===== src/shared/dmra_pkg.sv =====
package dmra_pkg;
  localparam int DMRA_CA_W = 10;
  localparam int DMRA_DQ_W = 32;
  localparam int DMRA_DQS_W = 4;
  localparam int DMRA_BURST = 4;
  localparam logic [3:0] DMRA_RL = 4'h3;
  localparam logic [3:0] DMRA_WL = 4'h1;
  localparam logic [3:0] DMRA_DQSCK_CK = 4'h1;
  localparam logic [3:0] DMRA_TMRR = 4'h2;
  localparam logic [3:0] DMRA_TMRW = 4'h5;
  localparam logic [7:0] DMRA_MR_TEMP = 8'h04;
  localparam logic [7:0] DMRA_MR_CAL_A = 8'h20;
  localparam logic [7:0] DMRA_MR_CAL_B = 8'h28;
  localparam logic [7:0] DMRA_MR_RESET = 8'h3F;
  localparam logic [7:0] DMRA_MR_USER = 8'h01;
  localparam logic [7:0] DMRA_USER_RST = 8'h00;
  localparam logic [7:0] DMRA_TEMP_RST = 8'h03;
  localparam logic [3:0] DMRA_CAL_A_PAT = 4'h5;
  localparam logic [3:0] DMRA_CAL_B_PAT = 4'hC;
  localparam int DMRA_CLK_MHZ = 200;
  localparam int DMRA_TSI_MS = 32;
  localparam int DMRA_TSI_CYC = DMRA_TSI_MS * DMRA_CLK_MHZ * 1000;
  localparam int DMRA_TINIT4_CYC = 16;
  // Read-to-write and read-to-write-register spacing in clocks
  localparam logic [5:0] DMRA_MRR_MRW_GAP = 6'(DMRA_RL + DMRA_DQSCK_CK + DMRA_BURST / 2 + 1);
  localparam logic [5:0] DMRA_MRR_WR_GAP = 6'(DMRA_MRR_MRW_GAP + DMRA_WL);
  localparam logic [2:0] DMRA_OP_MRR = 3'h1;
  localparam logic [2:0] DMRA_OP_MRW = 3'h2;
  localparam logic [2:0] DMRA_OP_ACT = 3'h3;
  localparam logic [2:0] DMRA_OP_PRE = 3'h4;
  localparam logic [7:0] DMRA_CMD_OFF = 8'h00;
  localparam logic [7:0] DMRA_STAT_OFF = 8'h04;
endpackage


===== src/shared/dmra_if.sv =====
`timescale 1ns/1ps
interface dmra_if;
  import dmra_pkg::*;
  logic cs_n;
  logic [DMRA_CA_W-1:0] ca_rise;
  logic [DMRA_CA_W-1:0] ca_fall;
  logic [DMRA_DQ_W-1:0] dq;
  logic [DMRA_DQS_W-1:0] dqs;
  logic dq_oe;
  modport ctrl (output cs_n, output ca_rise, output ca_fall, input dq, input dqs, input dq_oe);
  modport dram (input cs_n, input ca_rise, input ca_fall, output dq, output dqs, output dq_oe);
endinterface


===== src/verilog/dmra_ctrl.sv =====
`timescale 1ns/1ps
module dmra_ctrl
  import dmra_pkg::*;
(
  input wire logic sys_clk_in,
  input wire logic resetn_in,
  dmra_if.ctrl link,
  input wire logic [31:0] s_axi_awaddr_in,
  input wire logic s_axi_awvalid_in,
  output logic s_axi_awready_out,
  input wire logic [31:0] s_axi_wdata_in,
  input wire logic [3:0] s_axi_wstrb_in,
  input wire logic s_axi_wvalid_in,
  output logic s_axi_wready_out,
  output logic [1:0] s_axi_bresp_out,
  output logic s_axi_bvalid_out,
  input wire logic s_axi_bready_in,
  input wire logic [31:0] s_axi_araddr_in,
  input wire logic s_axi_arvalid_in,
  output logic s_axi_arready_out,
  output logic [31:0] s_axi_rdata_out,
  output logic [1:0] s_axi_rresp_out,
  output logic s_axi_rvalid_out,
  input wire logic s_axi_rready_in
);
  import dmra_pkg::*;
  localparam logic [7:0] CMD_OFF = DMRA_CMD_OFF;
  localparam logic [7:0] STAT_OFF = DMRA_STAT_OFF;
  typedef enum logic [1:0] {ST_IDLE, ST_WAIT, ST_CAP} dmra_st_e;
  typedef struct packed {
    logic aw, w;
    logic [7:0] awa;
    logic [31:0] wd;
    logic bv;
    logic [1:0] br;
    logic rv;
    logic [31:0] rd;
    logic [1:0] rr;
    logic cs_n;
    logic [9:0] car, caf;
    logic [5:0] gap;
    logic [3:0] cnt;
    logic [7:0] res;
    logic done;
    logic [2:0] op;
    logic [7:0] ma, wdat;
    logic go;
    logic act;
    dmra_st_e st;
  } dmra_ctrl_s;
  dmra_ctrl_s s_q, s_d;
  always_comb
  begin
    s_d = s_q;
    s_d.cs_n = 1'b1;
    s_d.car = 10'h0;
    s_d.caf = 10'h0;
    if (s_q.gap != 6'h0)
      s_d.gap = s_q.gap - 6'h1;
    if (s_axi_awvalid_in && !s_q.aw)
    begin
      s_d.aw = 1'b1;
      s_d.awa = s_axi_awaddr_in[7:0];
    end
    if (s_axi_wvalid_in && !s_q.w)
    begin
      s_d.w = 1'b1;
      s_d.wd = s_axi_wdata_in;
    end
    if (s_q.aw && s_q.w && !s_q.bv)
    begin
      s_d.aw = 1'b0;
      s_d.w = 1'b0;
      s_d.bv = 1'b1;
      s_d.br = 2'h0;
      if (s_q.awa == CMD_OFF && s_q.st == ST_IDLE && !s_q.go && s_axi_wstrb_in != 4'h0)
      begin
        s_d.go = 1'b1;
        s_d.op = s_q.wd[26:24];
        s_d.ma = s_q.wd[15:8];
        s_d.wdat = s_q.wd[7:0];
        s_d.done = 1'b0;
      end
      else if (s_q.awa != CMD_OFF)
        s_d.br = 2'h2;
    end
    if (s_q.bv && s_axi_bready_in)
      s_d.bv = 1'b0;
    // Software polls the command status through this read path
    if (s_axi_arvalid_in && !s_q.rv)
    begin
      s_d.rv = 1'b1;
      s_d.rr = (s_axi_araddr_in[7:0] == STAT_OFF || s_axi_araddr_in[7:0] == CMD_OFF) ? 2'h0 : 2'h2;
      s_d.rd = (s_axi_araddr_in[7:0] == STAT_OFF) ?
        {22'h0, s_q.done, s_q.st != ST_IDLE || s_q.go, s_q.res} : 32'h0;
    end
    if (s_q.rv && s_axi_rready_in)
      s_d.rv = 1'b0;
    case (s_q.st)
      ST_IDLE:
      begin
        if (s_q.go && s_q.gap == 6'h0)
        begin
          s_d.go = 1'b0;
          s_d.cs_n = 1'b0;
          case (s_q.op)
            DMRA_OP_MRR:
            begin
              // Calibration reads are dropped, not queued, while a row is open
              if (s_q.act && (s_q.ma == DMRA_MR_CAL_A || s_q.ma == DMRA_MR_CAL_B))
              begin
                s_d.cs_n = 1'b1;
                s_d.done = 1'b1;
              end
              else
              begin
                s_d.car = {s_q.ma[7:2], 4'h8};
                s_d.caf = {8'h0, s_q.ma[1:0]};
                s_d.cnt = DMRA_RL;
                s_d.gap = DMRA_MRR_WR_GAP;
                s_d.st = ST_WAIT;
              end
            end
            DMRA_OP_MRW:
            begin
              if (s_q.act)
              begin
                s_d.cs_n = 1'b1;
                s_d.done = 1'b1;
              end
              else
              begin
                s_d.car = {s_q.ma[7:2], 4'h0};
                s_d.caf = {s_q.wdat, s_q.ma[1:0]};
                // Reset write holds the bus for the init wait
                s_d.gap = (s_q.ma == DMRA_MR_RESET) ? 6'(DMRA_TINIT4_CYC) : 6'(DMRA_TMRW);
                s_d.done = 1'b1;
              end
            end
            DMRA_OP_ACT:
            begin
              s_d.car = 10'h2;
              s_d.act = 1'b1;
              s_d.done = 1'b1;
            end
            DMRA_OP_PRE:
            begin
              s_d.car = 10'hB;
              s_d.act = 1'b0;
              s_d.done = 1'b1;
            end
            // No array read or write is ever issued, so their spacing holds trivially
            default:
            begin
              s_d.cs_n = 1'b1;
              s_d.done = 1'b1;
            end
          endcase
        end
      end
      ST_WAIT:
      begin
        // NOPs only until the burst is captured
        if (s_q.cnt == 4'h0)
          s_d.st = ST_CAP;
        else
          s_d.cnt = s_q.cnt - 4'h1;
      end
      ST_CAP:
      begin
        if (link.dq_oe)
        begin
          s_d.res = link.dq[7:0];
          s_d.done = 1'b1;
          s_d.st = ST_IDLE;
        end
      end
      default: s_d.st = ST_IDLE;
    endcase
  end
  always_ff @(posedge sys_clk_in or negedge resetn_in)
  begin
    if (!resetn_in)
    begin
      s_q <= '0;
      s_q.cs_n <= 1'b1;
    end
    else
      s_q <= s_d;
  end
  assign link.cs_n = s_q.cs_n;
  assign link.ca_rise = s_q.car;
  assign link.ca_fall = s_q.caf;
  assign s_axi_awready_out = !s_q.aw;
  assign s_axi_wready_out = !s_q.w;
  assign s_axi_bvalid_out = s_q.bv;
  assign s_axi_bresp_out = s_q.br;
  assign s_axi_arready_out = !s_q.rv;
  assign s_axi_rvalid_out = s_q.rv;
  assign s_axi_rdata_out = s_q.rd;
  assign s_axi_rresp_out = s_q.rr;
endmodule


===== src/flat_wrapper.sv =====
// flat-port wrapper written by rule: the top's interface ports become plain ports
module dmra_ctrl_flat import dmra_pkg::*;
  (sys_clk_in, resetn_in, s_axi_awaddr_in, s_axi_awvalid_in, s_axi_awready_out, s_axi_wdata_in, s_axi_wstrb_in, s_axi_wvalid_in, s_axi_wready_out, s_axi_bresp_out, s_axi_bvalid_out, s_axi_bready_in, s_axi_araddr_in, s_axi_arvalid_in, s_axi_arready_out, s_axi_rdata_out, s_axi_rresp_out, s_axi_rvalid_out, s_axi_rready_in, link_cs_n, link_ca_rise, link_ca_fall, link_dq, link_dqs, link_dq_oe);
  dmra_if link_i ();
  input wire logic sys_clk_in;
  input wire logic resetn_in;
  input wire logic [31:0] s_axi_awaddr_in;
  input wire logic s_axi_awvalid_in;
  output logic s_axi_awready_out;
  input wire logic [31:0] s_axi_wdata_in;
  input wire logic [3:0] s_axi_wstrb_in;
  input wire logic s_axi_wvalid_in;
  output logic s_axi_wready_out;
  output logic [1:0] s_axi_bresp_out;
  output logic s_axi_bvalid_out;
  input wire logic s_axi_bready_in;
  input wire logic [31:0] s_axi_araddr_in;
  input wire logic s_axi_arvalid_in;
  output logic s_axi_arready_out;
  output logic [31:0] s_axi_rdata_out;
  output logic [1:0] s_axi_rresp_out;
  output logic s_axi_rvalid_out;
  input wire logic s_axi_rready_in;
  output wire logic [$bits(link_i.cs_n)-1:0] link_cs_n;
  output wire logic [$bits(link_i.ca_rise)-1:0] link_ca_rise;
  output wire logic [$bits(link_i.ca_fall)-1:0] link_ca_fall;
  input wire logic [$bits(link_i.dq)-1:0] link_dq;
  input wire logic [$bits(link_i.dqs)-1:0] link_dqs;
  input wire logic [$bits(link_i.dq_oe)-1:0] link_dq_oe;
  assign link_cs_n = link_i.cs_n;
  assign link_ca_rise = link_i.ca_rise;
  assign link_ca_fall = link_i.ca_fall;
  assign link_i.dq = link_dq;
  assign link_i.dqs = link_dqs;
  assign link_i.dq_oe = link_dq_oe;
  dmra_ctrl u_core (.sys_clk_in(sys_clk_in), .resetn_in(resetn_in), .link(link_i), .s_axi_awaddr_in(s_axi_awaddr_in), .s_axi_awvalid_in(s_axi_awvalid_in), .s_axi_awready_out(s_axi_awready_out), .s_axi_wdata_in(s_axi_wdata_in), .s_axi_wstrb_in(s_axi_wstrb_in), .s_axi_wvalid_in(s_axi_wvalid_in), .s_axi_wready_out(s_axi_wready_out), .s_axi_bresp_out(s_axi_bresp_out), .s_axi_bvalid_out(s_axi_bvalid_out), .s_axi_bready_in(s_axi_bready_in), .s_axi_araddr_in(s_axi_araddr_in), .s_axi_arvalid_in(s_axi_arvalid_in), .s_axi_arready_out(s_axi_arready_out), .s_axi_rdata_out(s_axi_rdata_out), .s_axi_rresp_out(s_axi_rresp_out), .s_axi_rvalid_out(s_axi_rvalid_out), .s_axi_rready_in(s_axi_rready_in));
endmodule

===== config.mk =====
export PLATFORM = sky130hd
export DESIGN_NAME = dmra_ctrl_flat
export DESIGN_NICKNAME = d
export VERILOG_FILES = /design/src/shared/dmra_pkg.sv /design/src/shared/dmra_if.sv /design/src/verilog/dmra_ctrl.sv /design/src/flat_wrapper.sv
export SDC_FILE = /design/constraint.sdc
export NUM_CORES = 1
export LEC_CHECK = 0
export ABC_AREA = 1
export BUFFER_PORTS_ARGS = -buffer_cell sky130_fd_sc_hd__buf_2
export CORE_UTILIZATION = 25
export DETAILED_ROUTE_END_ITERATION = 16
export PLACE_DENSITY_LB_ADDON = 0.12
export SYNTH_ARGS = -nofsm -noshare
export SYNTH_HDL_FRONTEND = slang
export SYNTH_SLANG_ARGS = --single-unit

===== constraint.sdc =====
create_clock -name sys_clk_in -period 1.9 [get_ports sys_clk_in]
set_clock_uncertainty 0.2 [all_clocks]
set_input_delay 0.095 -clock sys_clk_in [delete_from_list [all_inputs] [get_ports sys_clk_in]]
set_output_delay 0.095 -clock sys_clk_in [all_outputs]
set_load 0.05 [all_outputs]

==> results of run 1 <==
-- cells by family (layout without fill, tap and decap cells) --
group / count (synthesis) / in the layout
multiplexers: 14 / 14
XOR/XNOR: 4 / 4
buffers and inverters: 129 / 225
adder cells (fa/ha/maj): 3 / 3
AND/OR/NAND/NOR: 187 / 187
flip-flops: 105 / 105
other: 1 / 25
AO/OA/AOI/OAI: 73 / 73
-- placed cells by master, fill, tap and decap left out, types with 2 or more instances in the layout --
master,n
or2_2,2
nand4_4,2
conb_1,25
nand3_2,3
nand2_1,94
a21oi_1,25
clkinv_4,2
buf_4,8
nand2_2,2
clkinvlp_4,3
nor2_2,2
o21ai_0,20
xor2_1,3
nor2_4,4
clkbuf_16,9
nand3_1,15
mux2_2,14
o21ai_1,3
dlygate4sd3_1,46
inv_1,60
a31oi_1,2
nand4_1,2
dfrtp_1,103
o21ai_2,19
nor2_1,54
buf_2,90
buf_12,3
nor3_1,4
ha_1,2
-- flip-flops by register name, summed over array words and instances, names as in the netlist --
name	flops
u_core.link.cs_n	1
u_core.s_axi_rdata_out	10
u_core.s_q	71
u_core.link.ca_rise	9
u_core.s_axi_rresp_out	1
u_core.link.ca_fall	10
u_core.s_axi_bvalid_out	1
u_core.s_axi_rvalid_out	1
u_core.s_axi_bresp_out	1
-- layer usage --
metal	vias up	GRT usage (%)
met5	-	0
met4	0	3.57
met3	5	2.52
met2	86	16.8
met1	1634	14.3
li1	1774	-
-- power by group --
part	switching, W	total, W	leakage [nW]	internal, W
Combinational	0.00121	0.00193	1.57	0.000719
Sequential	0.000286	0.00308	1.33	0.00279
Clock	0.000869	0.00190	0.144	0.00103
Total	0.00236	0.00691	3.04	0.00454
-- worst min-delay path: cells and delay by family --
kind / cells / cell delay (ps)
simple gates: 2 / 120
buf+inv: 2 / 250
compound gates: 1 / 60
-- area by class of cell --
class | instances | area (µm²)
clock buffer | 9 | 225
clock inverter | 7 | 78.8
fill | 2011 | 12800
inverter | 62 | 239
multi-input combinational | 306 | 1640
sequential | 105 | 2630
tap | 260 | 325
timing repair buffer | 147 | 1030
-- stage by stage --
stage	hold WS [ps]	setup WS [ps]	util, %	instance area, µm²	std cells
floorplan	-401	145	-	4990	540
global placement	-182	113	28.4	5390	834
detailed placement	-177	78.4	28.4	5390	834
CTS	11.0	65.3	32.5	6160	896
global route	58.7	9.13	32.6	6170	896
finish	22.6	165	32.6	6170	896
-- path summary, 6_finish.rpt --
| path | endpoint | depth (start not counted) | slack [ps] | startpoint |
|---|---|---|---|---|
| hold / removal | u_core.s_axi_rdata_out[3] | 5 | 20 | s_axi_arvalid_in |
| min in group asynchronous | u_core.s_axi_rdata_out[3] | 3 | 520 | resetn_in |
| setup / recovery | u_core.s_q[11] | 7 | 170 | u_core.s_q[1] |
| setup reg to reg | u_core.s_q[11] | 7 | 170 | u_core.s_q[1] |
| max in group asynchronous | u_core.link.cs_n | 4 | 340 | resetn_in |
| hold reg to reg | u_core.s_q[7] | 2 | 280 | u_core.s_q[7] |
-- repair_timing --
action                                  4_1_cts  5_1_grt
hold buffers                                 46        0
gates resized for setup                       0        3
endpoints found under the hold margin       144        0
endpoints found under the setup margin        0        7
buffers inserted                              0        0
==> results.toml, run 1 <==
[outcome]
status = "complete, no violations"

[yosys]
synthSimpleGateAreaFrac_pct = 17.2
synthDistinctLibCells = 37
synth.area.mux_share_pct = 3.22
ys_dominant_reg_cell = "dfrtp_1"
synth_edf_count = 0
ys_seq_elements = 105
yosys-top-cells-area = "dfrtp_1 (53%), buf_4 (8.6%), nand2_1 (7.2%)"
ys_warn_count = 0
synth_commonest_cells = "dfrtp_1 (104), nand2_1 (94), inv_1 (61), buf_4 (56), nor2_1 (54)"
yosys.cell_count.top_type = "dfrtp_1"
synth_top_family_by_area = "simple AND/OR/NAND/NOR gates"
avgSynthCellArea_um2 = 9.49
synth_top_area_share_pct = 53.2
synth_fa_ha_area_share_pct = 0.767
synth_compound_area_share_pct = 9.43
synth.yosys.seq_area_share_pct = 53.7
synth_top_cell_by_area = "dfrtp_1"
netlist_instances = 516
async_flop_share_pct = 100
netlist_area_um2 = 4900
yosys.area_share.xor_xnor_pct = 0.716

[cts]
cts_tree = "yes"
insertion_delay_ps = 350
clkTransAtPathRegs_ps = 70
ctsLongestPathBuffers = 2
cts_made_buffers = 9
clock_sinks = 105
cts_root_buf = "clkbuf_16"
htreeDepth = 3

[setup_path]
cp-end-kind = "flip-flop"
startpoint_type = "flip-flop"
timing_worst_setup_path_type = "reg -> reg"
crit_path_frequent_cell = "nor2_4"
crit_path_max_incr_delay_ps = 450
worstPathCellList = "nor2_4 > inv_4 > nor2_4 > nand4_4 > buf_12 > nand2_1 > o21ai_2"
path_buf_inv = 2
slowest_stage = "dfrtp_1"
critPathMaxFanout = 32
worstPathRequired_ps = 1930
cp_top_family = "simple AND/OR/NAND/NOR gates"
arrival_ps = 1770

[placement]
gp_congestion = 0.736
numPortBuffers = 91
dp.final_hpwl_um = 7390

[floorplan]
design.portCount = 206
die_width_um = 142
core_um2 = 19000
design.die.area_um2 = 20100
rows = 50
floorplan.initialDensity_pct = 25.8
fp.dieH_um = 142

[pwr]
power_density_nw_per_um2 = 1120
power_w = 0.00691
irDropWorstVdd_mv = 0.727
leakage_nw = 3.04

[final_layout]
area_delta_synth_final_pct = 26.1
drive_gt1_share_pct = 27.4
layout.nets = 778
n_antenna_cell = 0

[drt]
wl_um = 10200
drt-wirelength-per-cell_um = 11.4
drc_errors = 0
wl_met3_um = 395
via_per_inst = 3.91
wl_met2_um = 4660
dr.pass1.iters = 4
ant_nets = 0
highest_layer = "met4"
vias = 3499
drt_iter0_drc = 130
met1Wirelength_um = 5080

[global_route]
grt_pass1_wl_um = 16700
grtUsageTotal_pct = 10.6
overflow = 0
antenna_found_initial = 0
grt_pass1_vias = 3386
grt_max_degree = 53

[timing]
max_freq_mhz = 576
setup-violations-final = 0
grt_setup_unrepaired = "false"
totalNegativeSetupSlack_ps = 0
fin_crit_sh_pct = 91.3
min_period_ps = 1730
finalHoldViolCount = 0
finalMaxSlewViolations = 0

[job]
cap_violations = 0

[min_path]
hp-class = "in -> reg"
No activity file was read; power rests on OpenSTA's default activity.
==> run 2, diff against run 1 <==
- PLACE_DENSITY: default -> 0.54
- PLACE_DENSITY_LB_ADDON: 0.12 -> default
==> results.toml, run 2 (same netlist as run 1, synthesis figures left out) <==
[floorplan]
core_um2 = 19000
design.portCount = 206
design.die.area_um2 = 20100
die_width_um = 142
rows = 50
floorplan.initialDensity_pct = 25.8
fp.dieH_um = 142

[final_layout]
largest_register = "u_core.s_q"
final_common_cell = "dfrtp_1"
largest_register_ffs = 71
multiInputGateArea_um2 = 1630
layout_common_cells = "dfrtp_1 (103), nand2_1 (94), buf_2 (90)"
layout.nets = 778
drive_gt1_share_pct = 27.2
n_antenna_cell = 0
seqCellArea_um2 = 2630
area_delta_synth_final_pct = 25.3
fin_area_um2 = 6140
fin_util_pct = 32.4
fillers = 2003

[pwr]
swShare_pct = 34.8
power_frac_seq_pct = 45.1
power_frac_comb_pct = 28.2
intPower_w = 0.00443
leakage_nw = 3.04
p_switching_w = 0.00236
irDropWorstVdd_mv = 0.555
power_density_nw_per_um2 = 1110
power_frac_clock_pct = 26.7

[drt]
drc_errors = 0
via_per_inst = 3.84
drt_iter0_drc = 97
vias = 3443
ant_nets = 0
wl_um = 9860
drt-wirelength-per-cell_um = 11.0
dr.pass1.iters = 7

[setup_path]
timing_worst_setup_path_type = "reg -> reg"
r2r_setup_slack_ps = 120
crit_start = "u_core.s_q[36]"
arrival_ps = 1840
worstPathRequired_ps = 1970
rr_worst_depth = 7
timing.rr.start = "u_core.s_q[36]"
critPathMaxFanout = 8
r2r_end = "u_core.link.cs_n"
startpoint_type = "flip-flop"
cp-end-kind = "flip-flop"

[cts]
clkTransAtPathRegs_ps = 80
cts_root_buf = "clkbuf_16"
htreeDepth = 3
insertion_delay_ps = 350
clock_sinks = 105
cts_made_buffers = 9
cts_tree = "yes"
ctsLongestPathBuffers = 2

[min_path]
min_to = "u_core.s_axi_rdata_out[3]"
hp-class = "in -> reg"
min_path_cells = 5
hp-start = "s_axi_arvalid_in"

[global_route]
overflow = 0
grt_pass1_wl_um = 16600
grt_pass1_vias = 3420
antenna_found_initial = 0
grtUsageTotal_pct = 10.7
grt_max_degree = 40

[timing]
fin_crit_sh_pct = 93.4
finalMaxSlewViolations = 0
min_period_ps = 1780
setup-violations-final = 0
holdWs_ps = 16.4
max_freq_mhz = 563
finalHoldViolCount = 0

[job]
cap_violations = 0

[placement]
numPortBuffers = 91
dpl_cell_area_um2 = 5380
dp.final_hpwl_um = 6710
gp_congestion = 0.775

[outcome]
status = "complete, no violations"
## run 2: through the flow
| stage | std cells | TNS (ps) | worst slack [ps] | total power (W) |
|---|---|---|---|---|
| after CTS | 895 | 0 | 105 | 0.00690 |
| after floorplan | 540 | 0 | 145 | 0.00454 |
| after global placement | 833 | 0 | 127 | 0.00492 |
| after detailed placement | 833 | 0 | 121 | 0.00497 |
| final | 896 | 0 | 125 | 0.00679 |
| after global routing | 896 | -5.73 | -4.56 | 0.00731 |
## run 2: final cells by class
type / count / share of cell area [%]
clock inverter: 6 / 0.836
sequential: 105 / 42.9
inverter: 62 / 3.89
clock buffer: 10 / 3.73
tap: 260 / 5.30
multi-input combinational: 306 / 26.6
timing repair buffer: 147 / 16.8
## run 2: critical path, stage by stage (launching register included)
cell	delay (ps)
dfrtp_1	390
inv_1	80
ha_1	230
nand4_2	210
nor2_8	210
nand2_1	120
nand2_1	150
o21ai_1	90
## run 2: timing repair
action / 4_1_cts / 5_1_grt
setup buffers: 0 / 1
endpoints found under the setup margin: 0 / 4
gates resized for setup: 0 / 1
hold buffers: 46 / 0
hold endpoints to repair: 146 / 0
## run 2: worst max path at each step
| stage | end | slack, ps | depth (start not counted) |
|---|---|---|---|
| final | u_core.link.cs_n | 120 | 7 |
| after global routing | u_core.s_q[40] | -5 | 6 |
| after CTS | u_core.s_q[15] | 100 | 7 |
| after detailed placement | u_core.s_q[20] | 120 | 7 |
| after global placement | u_core.s_q[15] | 130 | 7 |
| after floorplan | u_core.s_axi_rresp_out[1] | 150 | 6 |
## run 2: power groups by stage
stage                     combinational [W]  clock (W)  sequential [W]
after floorplan                     0.00145          0         0.00310
final                               0.00191    0.00181         0.00306
after global placement              0.00183          0         0.00309
after global routing                0.00220    0.00197         0.00314
after CTS                           0.00194    0.00189         0.00307
after detailed placement            0.00186          0         0.00311
## run 2: metal layers
metal	vias to the layer above	wire length [µm]	GRT usage, %
met1	1591	4820	13.7
met5	-	0	0
li1	1771	-	-
met2	69	4500	17.0
met3	12	391	2.99
met4	0	150	4.07
==> run 3, diff against run 2 <==
- CORE_ASPECT_RATIO: default -> 1.4
==> results.toml, run 3 (same netlist as run 1, synthesis figures left out) <==
[timing]
holdWs_ps = -31.7
relSlewSlack_pct = 56.0
setup_slack_ps = 84.2
worstMarginPinSlew_ps = 658
fin_crit_sh_pct = 95.6
min_period_ps = 1820
max_freq_mhz = 551
finalMaxSlewViolations = 0
setup-violations-final = 0
finalHoldViolCount = 10
totalNegativeSetupSlack_ps = 0
grt_setup_unrepaired = "false"

[min_path]
min_to = "u_core.s_axi_rdata_out[9]"
min_path_cells = 3
hp-start = "s_axi_araddr_in[2]"
hp-class = "in -> reg"

[final_layout]
layout_common_cells = "dfrtp_1 (103), nand2_1 (94), buf_2 (90)"
area_delta_synth_final_pct = 25.4
fin_util_pct = 31.9
largest_register = "u_core.s_q"
layout.nets = 778
drive_gt1_share_pct = 27.4
largest_register_ffs = 71
final_common_cell = "dfrtp_1"
seqCellArea_um2 = 2630
fillers = 2018
multiInputGateArea_um2 = 1640
fin_area_um2 = 6140
n_antenna_cell = 0

[drt]
drt-wirelength-per-cell_um = 11.7
vias = 3487
ant_nets = 0
via_per_inst = 3.94
drc_errors = 0
drt_iter0_drc = 123
dr.pass1.iters = 4
wl_um = 10300

[floorplan]
die_width_um = 120
floorplan.initialDensity_pct = 25.5
design.die.area_um2 = 20200
fp.dieH_um = 168
design.portCount = 206
core_um2 = 19200
rows = 60

[global_route]
overflow = 0
antenna_found_initial = 0
grt_max_degree = 45
grtUsageTotal_pct = 10.7
grt_pass1_vias = 3449
grt_pass1_wl_um = 16600

[setup_path]
critPathMaxFanout = 2
rr_worst_depth = 7
r2r_end = "u_core.s_q[8]"
startpoint_type = "input pin"
path_buf_inv = 3
slowest_stage = "dlygate4sd3_1"
crit_path_max_incr_delay_ps = 610
cp-end-kind = "flip-flop"
worstPathCellList = "dlygate4sd3_1 > buf_2 > nor4_1 > dlygate4sd3_1 > a31oi_1"
worstPathRequired_ps = 1920
crit_start = "s_axi_araddr_in[7]"
cp_top_family = "buffers and inverters"
timing.rr.start = "u_core.s_q[1]"
r2r_setup_slack_ps = 170
crit_path_frequent_cell = "dlygate4sd3_1"
arrival_ps = 1840
timing_worst_setup_path_type = "in -> reg"

[outcome]
failed_checks = "negative hold slack"
status = "finished with violations"

[pwr]
power_frac_clock_pct = 26.9
p_switching_w = 0.00236
intPower_w = 0.00445
power_frac_seq_pct = 45.1
power_frac_comb_pct = 28.0
irDropWorstVdd_mv = 0.461
leakage_nw = 3.04
swShare_pct = 34.6
power_density_nw_per_um2 = 1110

[cts]
cts_root_buf = "clkbuf_16"
clkTransAtPathRegs_ps = 70
htreeDepth = 3
cts_tree = "yes"
clock_sinks = 105
cts_made_buffers = 9
cts_setup_buffers = 0
ctsLongestPathBuffers = 2
insertion_delay_ps = 360

[placement]
gp_congestion = 0.742
preCtsSetupSlack_ps = 165
numPortBuffers = 91
dp.final_hpwl_um = 7130
dpl_cell_area_um2 = 5370

[job]
cap_violations = 0
run 3: worst max-delay path by stage:
stage / slack, ps / cells past startpoint / to
6_report: 80 / 5 / u_core.s_axi_rresp_out[1]
5_1_grt: 20 / 5 / u_core.s_axi_rresp_out[1]
4_1_cts: 150 / 6 / u_core.link.ca_fall[2]
3_5_place_dp: 170 / 6 / u_core.link.ca_fall[2]
3_3_place_gp: 170 / 8 / u_core.link.ca_rise[5]
2_1_floorplan: 150 / 6 / u_core.s_axi_rresp_out[1]
run 3: routing by layer:
metal | vias to the layer above | GRT usage (%) | part of all wire [%]
met4 | 0 | 5.10 | 1.9
met5 | - | 0 | 0
li1 | 1779 | - | -
met1 | 1627 | 11.1 | 40
met3 | 12 | 2.49 | 3.3
met2 | 69 | 20.1 | 55
run 3: cell type report:
class / instances / area share [%]
repair buffers: 147 / 16.8
well taps: 248 / 5.06
clock buffers: 10 / 3.89
multi-input cells: 306 / 26.6
inverters: 62 / 3.89
flip-flops and latches: 105 / 42.8
clock inverters: 6 / 0.836
run 3: what timing repair did:
| action | CTS | global route |
|---|---|---|
| resized for setup | 0 | 2 |
| setup endpoints to repair | 0 | 3 |
| hold buffers | 47 | 0 |
| hold endpoints to repair | 144 | 0 |
run 3: power groups by stage:
stage,Clock [W],Combinational (W),Sequential [W]
finish,0.00183,0.00190,0.00307
global route,0.00200,0.00216,0.00313
CTS,0.00191,0.00194,0.00307
detailed placement,0,0.00185,0.00312
global placement,0,0.00181,0.00310
floorplan,0,0.00145,0.00310
run 3: per-stage QoR:
stage                     instances  total power, W  hold WS, ps
after detailed placement        821         0.00497         -152
after floorplan                 540         0.00454         -401
after global placement          821         0.00491         -158
final                           884         0.00680        -31.7
after CTS                       884         0.00692         1.88
after global routing            884         0.00730        -3.31
run 3: tightest hold or removal path: stages:
cell and delay [ps]:
buf_2 110, nand3_2 180, o21ai_0 100
